===== src/cci_params.svh =====
`ifndef CCI_PARAMS_SVH
`define CCI_PARAMS_SVH
// ---------------------------------------------------------------
// operating_conditions field positions
// ---------------------------------------------------------------
`define CCI_OCR_POWERUP_BIT   31
`define CCI_OCR_CAPACITY_BIT  30
`define CCI_OCR_LVSWITCH_BIT  24
`define CCI_OCR_VWIN_HI       23
`define CCI_OCR_VWIN_LO       15
`define CCI_OCR_DUALV_BIT     7
`define CCI_OCR_RESET         32'h0000_0000
// ---------------------------------------------------------------
// card_identification field positions
// ---------------------------------------------------------------
`define CCI_CID_MAKER_HI      127
`define CCI_CID_MAKER_LO      120
`define CCI_CID_APPV_HI       119
`define CCI_CID_APPV_LO       104
`define CCI_CID_PNAME_HI      103
`define CCI_CID_PNAME_LO      64
`define CCI_CID_PREV_HI       63
`define CCI_CID_PREV_LO       56
`define CCI_CID_SERIAL_HI     55
`define CCI_CID_SERIAL_LO     24
`define CCI_CID_RSVD_HI       23
`define CCI_CID_RSVD_LO       20
`define CCI_CID_YEAR_HI       19
`define CCI_CID_YEAR_LO       12
`define CCI_CID_MONTH_HI      11
`define CCI_CID_MONTH_LO      8
`define CCI_CID_CRC_HI        7
`define CCI_CID_CRC_LO        1
`define CCI_CID_STOP_BIT      0
// ---------------------------------------------------------------
// crc walk
// ---------------------------------------------------------------
`define CCI_CRC_BITS          120
`define CCI_CID_BODY_OFS      8
`define CCI_CRC_POLY          7'h09
`endif


===== src/cci_pkg.sv =====
package cci_pkg;
   typedef enum logic [3:0] {
      CCI_IDLE = 4'h1,
      CCI_CRC  = 4'h2,
      CCI_RDY  = 4'h4,
      CCI_HOLD = 4'h8
   } cci_state_e;
   typedef enum logic [1:0] {
      CCI_SEL_NONE = 2'h0,
      CCI_SEL_OCR  = 2'h1,
      CCI_SEL_CID  = 2'h2
   } cci_sel_e;
endpackage : cci_pkg


===== src/cci_card_regs.sv =====
`timescale 1ns/1ps
`include "cci_params.svh"
module cci_card_regs #(
   parameter logic [7:0]  MAKER_CODE   = 8'h5A,          // arbitrary value
   parameter logic [15:0] APP_CODE     = 16'h4142,       // arbitrary value
   parameter logic [39:0] PRODUCT_NAME = 40'h4341_5244_30,
   parameter logic [7:0]  PRODUCT_REV  = 8'h10,
   parameter logic [8:0]  VOLT_WINDOW  = 9'h1FF,
   parameter logic        HIGH_CAP     = 1'b1,
   parameter logic        LV_CAPABLE   = 1'b1
) (
   input  wire logic         core_clk_in,
   input  wire logic         reset_in,
   input  wire logic         clk_en_in,
   input  wire logic         powerup_done_in,
   input  wire logic         dualv_check_in,
   input  wire logic         lv_switch_ok_in,
   input  wire logic [31:0]  serial_in,
   input  wire logic [7:0]   year_in,
   input  wire logic [3:0]   month_in,
   input  wire logic         rd_ocr_in,
   input  wire logic         rd_cid_in,
   output logic              rd_valid_out,
   output logic [127:0]      rd_data_out,
   output logic              cid_ready_out
);
   // ---------------------------------------------------------------
   // shared helpers
   // ---------------------------------------------------------------
   function automatic logic [6:0] crc7_step(input logic [6:0] crc, input logic bit_in);
      logic fb;
      fb = crc[6] ^ bit_in;
      crc7_step = {crc[5:0], 1'b0} ^ (fb ? `CCI_CRC_POLY : 7'h00);
   endfunction : crc7_step

   // ---------------------------------------------------------------
   // pin synchronisers (status strobes come from analog/power domain)
   // ---------------------------------------------------------------
   logic [2:0] pu_sync_ff;
   logic [2:0] nxt_pu_sync;
   logic [2:0] lv_sync_ff;
   logic [2:0] nxt_lv_sync;
   logic       pu_ff;
   logic       nxt_pu;
   logic       lv_ff;
   logic       nxt_lv;

   always_comb begin
      nxt_pu_sync = {pu_sync_ff[1:0], powerup_done_in};
      nxt_lv_sync = {lv_sync_ff[1:0], lv_switch_ok_in};
      nxt_pu      = (pu_sync_ff[2] == pu_sync_ff[1]) ? pu_sync_ff[1] : pu_ff;
      nxt_lv      = (lv_sync_ff[2] == lv_sync_ff[1]) ? lv_sync_ff[1] : lv_ff;
   end

   always_ff @(posedge core_clk_in) begin
      if (reset_in) begin
         pu_sync_ff <= 3'h0;
         lv_sync_ff <= 3'h0;
         pu_ff      <= 1'b0;
         lv_ff      <= 1'b0;
      end else if (clk_en_in) begin
         pu_sync_ff <= nxt_pu_sync;
         lv_sync_ff <= nxt_lv_sync;
         pu_ff      <= nxt_pu;
         lv_ff      <= nxt_lv;
      end
   end

   // ---------------------------------------------------------------
   // operating_conditions
   // ---------------------------------------------------------------
   logic [31:0] ocr_ff;
   logic [31:0] nxt_ocr;
   logic        dualv_ff;
   logic        nxt_dualv;

   always_comb begin
      // sticky: once the voltage check arrives it holds until reset
      nxt_dualv = dualv_ff | dualv_check_in;
      nxt_ocr   = `CCI_OCR_RESET;
      nxt_ocr[`CCI_OCR_DUALV_BIT] = dualv_ff;
      nxt_ocr[`CCI_OCR_VWIN_HI:`CCI_OCR_VWIN_LO] = VOLT_WINDOW;
      nxt_ocr[`CCI_OCR_LVSWITCH_BIT] = LV_CAPABLE & lv_ff;
      nxt_ocr[`CCI_OCR_POWERUP_BIT]  = pu_ff;
      // capacity held low while busy so host never sees a stale class
      nxt_ocr[`CCI_OCR_CAPACITY_BIT] = pu_ff & HIGH_CAP;
   end

   always_ff @(posedge core_clk_in) begin
      if (reset_in) begin
         ocr_ff   <= `CCI_OCR_RESET;
         dualv_ff <= 1'b0;
      end else if (clk_en_in) begin
         ocr_ff   <= nxt_ocr;
         dualv_ff <= nxt_dualv;
      end
   end

   // ---------------------------------------------------------------
   // card_identification: crc is walked serially after reset
   // ---------------------------------------------------------------
   cci_pkg::cci_state_e st_ff;
   cci_pkg::cci_state_e nxt_st;
   localparam int       OFS = `CCI_CID_BODY_OFS;
   logic [119:0]        body;
   logic [6:0]          crc_ff;
   logic [6:0]          nxt_crc;
   logic [6:0]          cnt_ff;
   logic [6:0]          nxt_cnt;
   logic [127:0]        cid_ff;
   logic [127:0]        nxt_cid;

   always_comb begin
      body = '0;
      body[`CCI_CID_MAKER_HI-OFS:`CCI_CID_MAKER_LO-OFS]   = MAKER_CODE;
      body[`CCI_CID_APPV_HI-OFS:`CCI_CID_APPV_LO-OFS]     = APP_CODE;
      body[`CCI_CID_PNAME_HI-OFS:`CCI_CID_PNAME_LO-OFS]   = PRODUCT_NAME;
      body[`CCI_CID_PREV_HI-OFS:`CCI_CID_PREV_LO-OFS]     = PRODUCT_REV;
      body[`CCI_CID_SERIAL_HI-OFS:`CCI_CID_SERIAL_LO-OFS] = serial_in;
      body[`CCI_CID_RSVD_HI-OFS:`CCI_CID_RSVD_LO-OFS]     = 4'h0;
      body[`CCI_CID_YEAR_HI-OFS:`CCI_CID_YEAR_LO-OFS]     = year_in;
      body[`CCI_CID_MONTH_HI-OFS:`CCI_CID_MONTH_LO-OFS]   = month_in;
   end

   always_comb begin
      nxt_st  = st_ff;
      nxt_crc = crc_ff;
      nxt_cnt = cnt_ff;
      nxt_cid = cid_ff;
      case (st_ff)
         cci_pkg::CCI_IDLE: begin
            nxt_crc = 7'h00;
            nxt_cnt = 7'h00;
            nxt_st  = cci_pkg::CCI_CRC;
         end
         cci_pkg::CCI_CRC: begin
            nxt_crc = crc7_step(crc_ff, body[7'(`CCI_CRC_BITS - 1) - cnt_ff]);
            nxt_cnt = cnt_ff + 7'h01;
            if (cnt_ff == 7'(`CCI_CRC_BITS - 1)) begin
               nxt_st = cci_pkg::CCI_RDY;
            end
         end
         cci_pkg::CCI_RDY: begin
            nxt_cid = {body, crc_ff, 1'b1};
            nxt_st  = cci_pkg::CCI_HOLD;
         end
         cci_pkg::CCI_HOLD: begin
            // identity straps are only captured once per reset
            nxt_st = cci_pkg::CCI_HOLD;
         end
         default: begin
            nxt_st = cci_pkg::CCI_IDLE;
         end
      endcase
   end

   always_ff @(posedge core_clk_in) begin
      if (reset_in) begin
         st_ff  <= cci_pkg::CCI_IDLE;
         crc_ff <= 7'h00;
         cnt_ff <= 7'h00;
         cid_ff <= 128'h0;
      end else if (clk_en_in) begin
         st_ff  <= nxt_st;
         crc_ff <= nxt_crc;
         cnt_ff <= nxt_cnt;
         cid_ff <= nxt_cid;
      end
   end

   // ---------------------------------------------------------------
   // command read port: no address, only the two read commands
   // ---------------------------------------------------------------
   logic         rd_valid_ff;
   logic         nxt_rd_valid;
   logic [127:0] rd_data_ff;
   logic [127:0] nxt_rd_data;
   logic         cid_ready_ff;
   logic         nxt_cid_ready;

   always_comb begin
      nxt_cid_ready = (st_ff == cci_pkg::CCI_HOLD);
      nxt_rd_valid  = 1'b0;
      nxt_rd_data   = rd_data_ff;
      // identification wins if both commands arrive together once cid_ready_ff is set; before that the OCR read is answered
      if (rd_cid_in && cid_ready_ff) begin
         nxt_rd_valid = 1'b1;
         nxt_rd_data  = cid_ff;
      end else if (rd_ocr_in) begin
         nxt_rd_valid = 1'b1;
         nxt_rd_data  = {96'h0, ocr_ff};
      end
   end

   always_ff @(posedge core_clk_in) begin
      if (reset_in) begin
         rd_valid_ff  <= 1'b0;
         rd_data_ff   <= 128'h0;
         cid_ready_ff <= 1'b0;
      end else if (clk_en_in) begin
         rd_valid_ff  <= nxt_rd_valid;
         rd_data_ff   <= nxt_rd_data;
         cid_ready_ff <= nxt_cid_ready;
      end
   end

   assign rd_valid_out  = rd_valid_ff;
   assign rd_data_out   = rd_data_ff;
   assign cid_ready_out = cid_ready_ff;
endmodule : cci_card_regs


===== config.mk =====
export PLATFORM = sky130hd
export DESIGN_NAME = cci_card_regs
export DESIGN_NICKNAME = d
export VERILOG_FILES = /design/src/cci_pkg.sv /design/src/cci_card_regs.sv
export VERILOG_INCLUDE_DIRS = /design/src /design/src/src
export SDC_FILE = /design/constraint.sdc
export NUM_CORES = 1
export LEC_CHECK = 0
export BUFFER_PORTS_ARGS = -buffer_cell sky130_fd_sc_hd__buf_2
export CAP_MARGIN = 20
export CORE_ASPECT_RATIO = 0.8
export CORE_MARGIN = 3
export CORE_UTILIZATION = 40
export DETAILED_ROUTE_END_ITERATION = 8
export PLACE_DENSITY = 0.73
export SKIP_CTS_REPAIR_TIMING = 1
export SLEW_MARGIN = 20
export SYNTH_ARGS = -nofsm -noshare
export SYNTH_HDL_FRONTEND = slang
export SYNTH_SLANG_ARGS = --single-unit

===== constraint.sdc =====
create_clock -name core_clk_in -period 3.8 [get_ports core_clk_in]
set_input_delay 0.76 -clock core_clk_in [delete_from_list [all_inputs] [get_ports core_clk_in]]
set_output_delay 0.76 -clock core_clk_in [all_outputs]
set_load 0.005 [all_outputs]

# ---- Word level (Yosys, flattened, before mapping)
# Cells that the tools add are included.
dict set report classes {
  n_reduce_logical 10
  addsub 2
  bitwise_logic 3
  muxes 11
  eq_ne 8
  n_lt_le_gt_ge 1
}
# operator n
set op_table {}
lappend op_table {{$mux W128} 2}
lappend op_table {{$pmux W7 S2} 2}
lappend op_table {{$pmux W4 S3} 1}
lappend op_table {{$reduce_and A2 Y1} 6}
lappend op_table {{$lt A7 B8 Y1 const B} 1}
lappend op_table {{$mux W4} 2}
lappend op_table {{$add A7 B1 Y7 const B} 1}
lappend op_table {{$bmux W1 S7} 1}
lappend op_table {{$eq A7 B7 Y1 const B} 1}
lappend op_table {{$sub A7 B7 Y7 const A} 1}
lappend op_table {{$xor A7 B4 Y7} 1}
lappend op_table {{$eq A4 B1 Y1 const B} 1}
lappend op_table {{$eq A4 B2 Y1 const B} 1}
lappend op_table {{$eq A4 B3 Y1 const B} 1}
lappend op_table {{$eq A4 B4 Y1 const B} 1}
lappend op_table {{$reduce_bool A2 Y1} 2}
lappend op_table {{$mux W1} 3}
lappend op_table {{$eq A1 B1 Y1} 2}
lappend op_table {{$ne A2 B2 Y1 const B} 1}
lappend op_table {{$reduce_or A2 Y1} 1}
lappend op_table {{$logic_and A1 B1 Y1} 1}
lappend op_table {{$or A1 B1 Y1} 1}
lappend op_table {{$xor A1 B1 Y1} 1}
dict set report word_totals {
  elab_cells 48
  in_bits 52
  output_inout_bits 130
  regBits 222
}

# ---- Depth between registers and ports, before layout
dict set report depth {
  depth_word 7
  depth_mapped 11
  depth_no_buf 9
}

# ---- Worst setup path before layout
# Ideal clock, no wire load.
dict set report synth_path {
  path_type {register to register}
  from {register cnt_ff[3]}
  to {register crc_ff[3]}
  stages_incl_launch_ff 11
  path_buffers 1
  period_less_slack_ns 2.718
  setup_ns 0.134
  required_time_ns 3.666
  slack_ns 1.082
  arrival_time_ns 2.585
  path_cell_list {dfxtp_1 > buf_2 > inv_1 > ha_1 > mux4_2 > o211ai_1 > o22ai_1 > or4_1 > o211a_2 > xnor3_1 > o22ai_1}
}
dict set report synth_between {
  elab_chain_cells 7
}
# element line_no
set synth_lines {}
lappend synth_lines {{start, declared} cci_card_regs.sv:108} ;# logic [6:0] cnt_ff;
lappend synth_lines {{start signal, assigned} cci_card_regs.sv:166} ;# cnt_ff <= nxt_cnt;
lappend synth_lines {{$sub A7 B7 Y7} cci_card_regs.sv:137} ;# nxt_crc = crc7_step(crc_ff, body[7'(`CCI_CRC_BITS - 1) - cnt_ff]);
lappend synth_lines {{$bmux W1 S7} cci_card_regs.sv:137}
lappend synth_lines {{$mux W1} cci_card_regs.sv:137}
lappend synth_lines {{$xor A1 B1 Y1} cci_card_regs.sv:32} ;# fb = crc[6] ^ bit_in;
lappend synth_lines {{$mux W4} cci_card_regs.sv:33} ;# crc7_step = {crc[5:0], 1'b0} ^ (fb ? `CCI_CRC_POLY : 7'h00);
lappend synth_lines {{$xor A7 B4 Y7} cci_card_regs.sv:33}
lappend synth_lines {{$pmux W7 S2} cci_card_regs.sv:130} ;# case (st_ff)
lappend synth_lines {{end signal, assigned} cci_card_regs.sv:165} ;# crc_ff <= nxt_crc;
lappend synth_lines {{end, declared} cci_card_regs.sv:106} ;# logic [6:0] crc_ff;
# No other way between the ends. The select of a mux whose other input is x is not followed.
# A chain may end at the register's enable or synchronous reset.

# ---- Worst setup path after layout
# Ends and elaborated chain as after synthesis.

==> flow_metrics.tcl <==
set metrics [dict create \
    status "finished, final reports clean" \
    cts_max_level 4 \
    wl_um 14600 \
    maxCapViolCount 0 \
    first_iter_violations 364 \
    dr.pass1.iters 5 \
    yosys.area_share.adder_pct 1.63 \
    avgSynthCellArea_sq_um 8.61 \
    final_nets 853 \
    syn_area_sq_um 6120 \
    initial_utilization_pct 41.8 \
    drive_above_1_share_pct 23.0 \
    ios 182 \
    antenna_found_initial 0 \
    finalHoldViolCount 0 \
    ys_types 43 \
    slew_viol_final 0 \
    clk_pin_slew_ns 0.06 \
    ys_seq_area_share_pct 45.1 \
    layout_commonest_cell "dfxtp_1" \
    fillCellCount 1399 \
    synth_compound_area_share_pct 15.5 \
    synth_top_family_by_area "simple AND/OR/NAND/NOR gates" \
    grtUsageMet2_pct 25.6 \
    grt_pass1_vias 4478 \
    synthCells 711 \
    finalCritPeriodShare_pct 86.8 \
    power.leakage_nw 2.98 \
    num_rows 39 \
    start_kind "flop" \
    cp_common_cell "o22ai_1" \
    ys.flop_type "dfxtp_1" \
    p_per_area_nw_per_um2 474 \
    drc 0 \
    dieArea_sq_um 16800 \
    synthXorXnorAreaFrac_pct 1.66 \
    ys_ff_latch 138 \
    regArea_sq_um 2760 \
    clock-root-buffer "clkbuf_16" \
    grt-busiest-layer "met2" \
    fp.dieH_um 117 \
    area_delta_synth_final_pct 17.2 \
    arrival_ns 3.64 \
    synth_edf_count 0 \
    finalSetupViolations 0 \
    setup.worst_path.end_class "flop" \
    whs_ns 0.453 \
    multiInputGateArea_sq_um 2770 \
    numCtsBuffers 17 \
    yosysWarnings 0 \
    viasPerCell 5.01 \
    synthSimpleGateAreaFrac_pct 15.8 \
    critical_path_peak_fanout 14 \
    muxShareOfSynthArea_pct 7.17 \
    core_area_sq_um 14600 \
    worstPathCellList "inv_1 -> ha_1 -> mux4_2 -> o211ai_1 -> o22ai_1 -> or4_1 -> o211a_2 -> xnor3_1 -> o22ai_1" \
    cts_sinks 138 \
    critPathKind "flop to flop" \
    slew_headroom_pct 32.8 \
    setup_tns_ns 0 \
    cp.required_ns 4.14 \
    clock_path_buffers 2 \
    cts_tree "done" \
    async_flop_share_pct 0 \
    use_met1_pct 23.5 \
    crit_buf_inv 1 \
    slowest_stage "ha_1" \
    num_vias 4955 \
    finalWorstSetupSlack_ns 0.503 \
    fmax_mhz 303 \
    overflow 0 \
    layout_common_cells "dfxtp_1, buf_2, nand2_1" \
    grt_usage_pct 17.4 \
    gp_congestion 0.915 \
    drt-wirelength-per-cell_um 14.7 \
    crit_family "adder cells" \
    slowest_delay_ns 0.62 \
    min_period_ns 3.30 \
    skew_ns 0.00669 \
    rsz0062_at_grt "no" \
    worst_slew_pin_slew_ns 1.01 \
    pre_cts_ws_ns 0.567 \
    numPortBuffers 130 \
    clkLatencyLatePin_ns 0.42 \
    grt_pass1_wl_um 23000 \
    ant_nets 0 \
    die_x_um 144 \
    hold_path_class "flop to flop" \
    dpl.hpwl_um 10000 \
    grt_max_degree 79 \
    grt_util_met3_pct 7.00 \
    ir_worst_vdd_mv 0.320 \
]
==> kinds of logic after synthesis <==
family	after synthesis
AND/OR/NAND/NOR	241
AO/OA/AOI/OAI	151
flip-flops	138
buffers and inverters	134
multiplexers	28
XOR/XNOR	10
adder cells (fa/ha/maj)	8
other	1
==> registers in the layout, summed over array words and instances (netlist names) <==
signal / flops
cid_ff: 52
ocr_ff: 4
rd_valid_out: 1
lv_sync_ff: 3
pu_ff: 1
lv_ff: 1
crc_ff: 7
dualv_ff: 1
cnt_ff: 7
st_ff: 4
rd_data_out: 53
pu_sync_ff: 3
cid_ready_out: 1
==> cell type report <==
class                   count  share of cell area [%]
well taps                 184                    3.21
repair buffers            138                    10.3
clock buffers              20                    6.51
inverters                   9                   0.471
diodes                      1                  0.0349
clock inverters            11                    2.35
multi-input cells         489                    38.6
flip-flops and latches    138                    38.5
==> through the flow <==
stage	utilization, %	cell area, sq um	power (mW)	cells
2_1_floorplan	-	6310	1.63	761
3_3_place_gp	44.6	6540	1.66	958
3_5_place_dp	44.6	6540	1.67	958
4_1_cts	49.0	7170	3.44	989
5_1_grt	49.0	7170	3.53	989
6_report	49.0	7170	3.40	990
==> final timing paths <==
check / from / to / slack (ns) / cells past startpoint
max: cnt_ff[3] / crc_ff[3] / 0.50 / 9
min: cid_ff[27] / cid_ff[27] / 0.45 / 2
max reg2reg: cnt_ff[3] / crc_ff[3] / 0.50 / 9
min reg2reg: cid_ff[27] / cid_ff[27] / 0.45 / 2
==> Yosys cell counts (3+ instances only) <==
master | number | share of area [%]
xor2_1 | 3 | 0.43
o21ai_0 | 11 | 0.90
buf_2 | 3 | 0.25
nor3_1 | 10 | 0.82
buf_4 | 75 | 9.2
nor2_1 | 92 | 5.6
nor4_1 | 3 | 0.31
mux4_2 | 10 | 3.7
a22oi_1 | 51 | 6.3
nand3_1 | 4 | 0.33
mux2i_1 | 15 | 2.5
inv_1 | 9 | 0.55
nand2b_1 | 3 | 0.31
dfxtp_1 | 138 | 45
xnor2_1 | 6 | 0.86
a211oi_1 | 7 | 0.86
ha_1 | 8 | 1.6
clkbuf_1 | 44 | 2.7
o22ai_1 | 3 | 0.31
a21oi_1 | 65 | 5.3
nor2b_1 | 4 | 0.41
nand2_1 | 117 | 7.2
==> power breakdown <==
part | total (mW) | internal, mW | switching (mW) | leakage, nW
Sequential | 1.47 | 1.46 | 0.0110 | 1.11
Combinational | 0.163 | 0.0620 | 0.101 | 1.57
Clock | 1.77 | 1.14 | 0.621 | 0.300
==> worst register-to-register path: cells and delay by family, from the launching register on <==
| kind | cells | cell delay, ns |
|---|---|---|
| fa+ha+maj | 1 | 0.62 |
| flops | 1 | 0.61 |
| compound gates | 4 | 0.60 |
| mux | 1 | 0.55 |
| simple gates | 1 | 0.42 |
| buf+inv | 1 | 0.22 |
| xor+xnor | 1 | 0.19 |
==> metal layers <==
layer  share of wire, %  vias up
met3                8.6       14
li1                   -     2460
met1                 46     2309
met5                  0        -
met2                 44      172
met4                1.1        0
(Power assumes the default switching activity.)
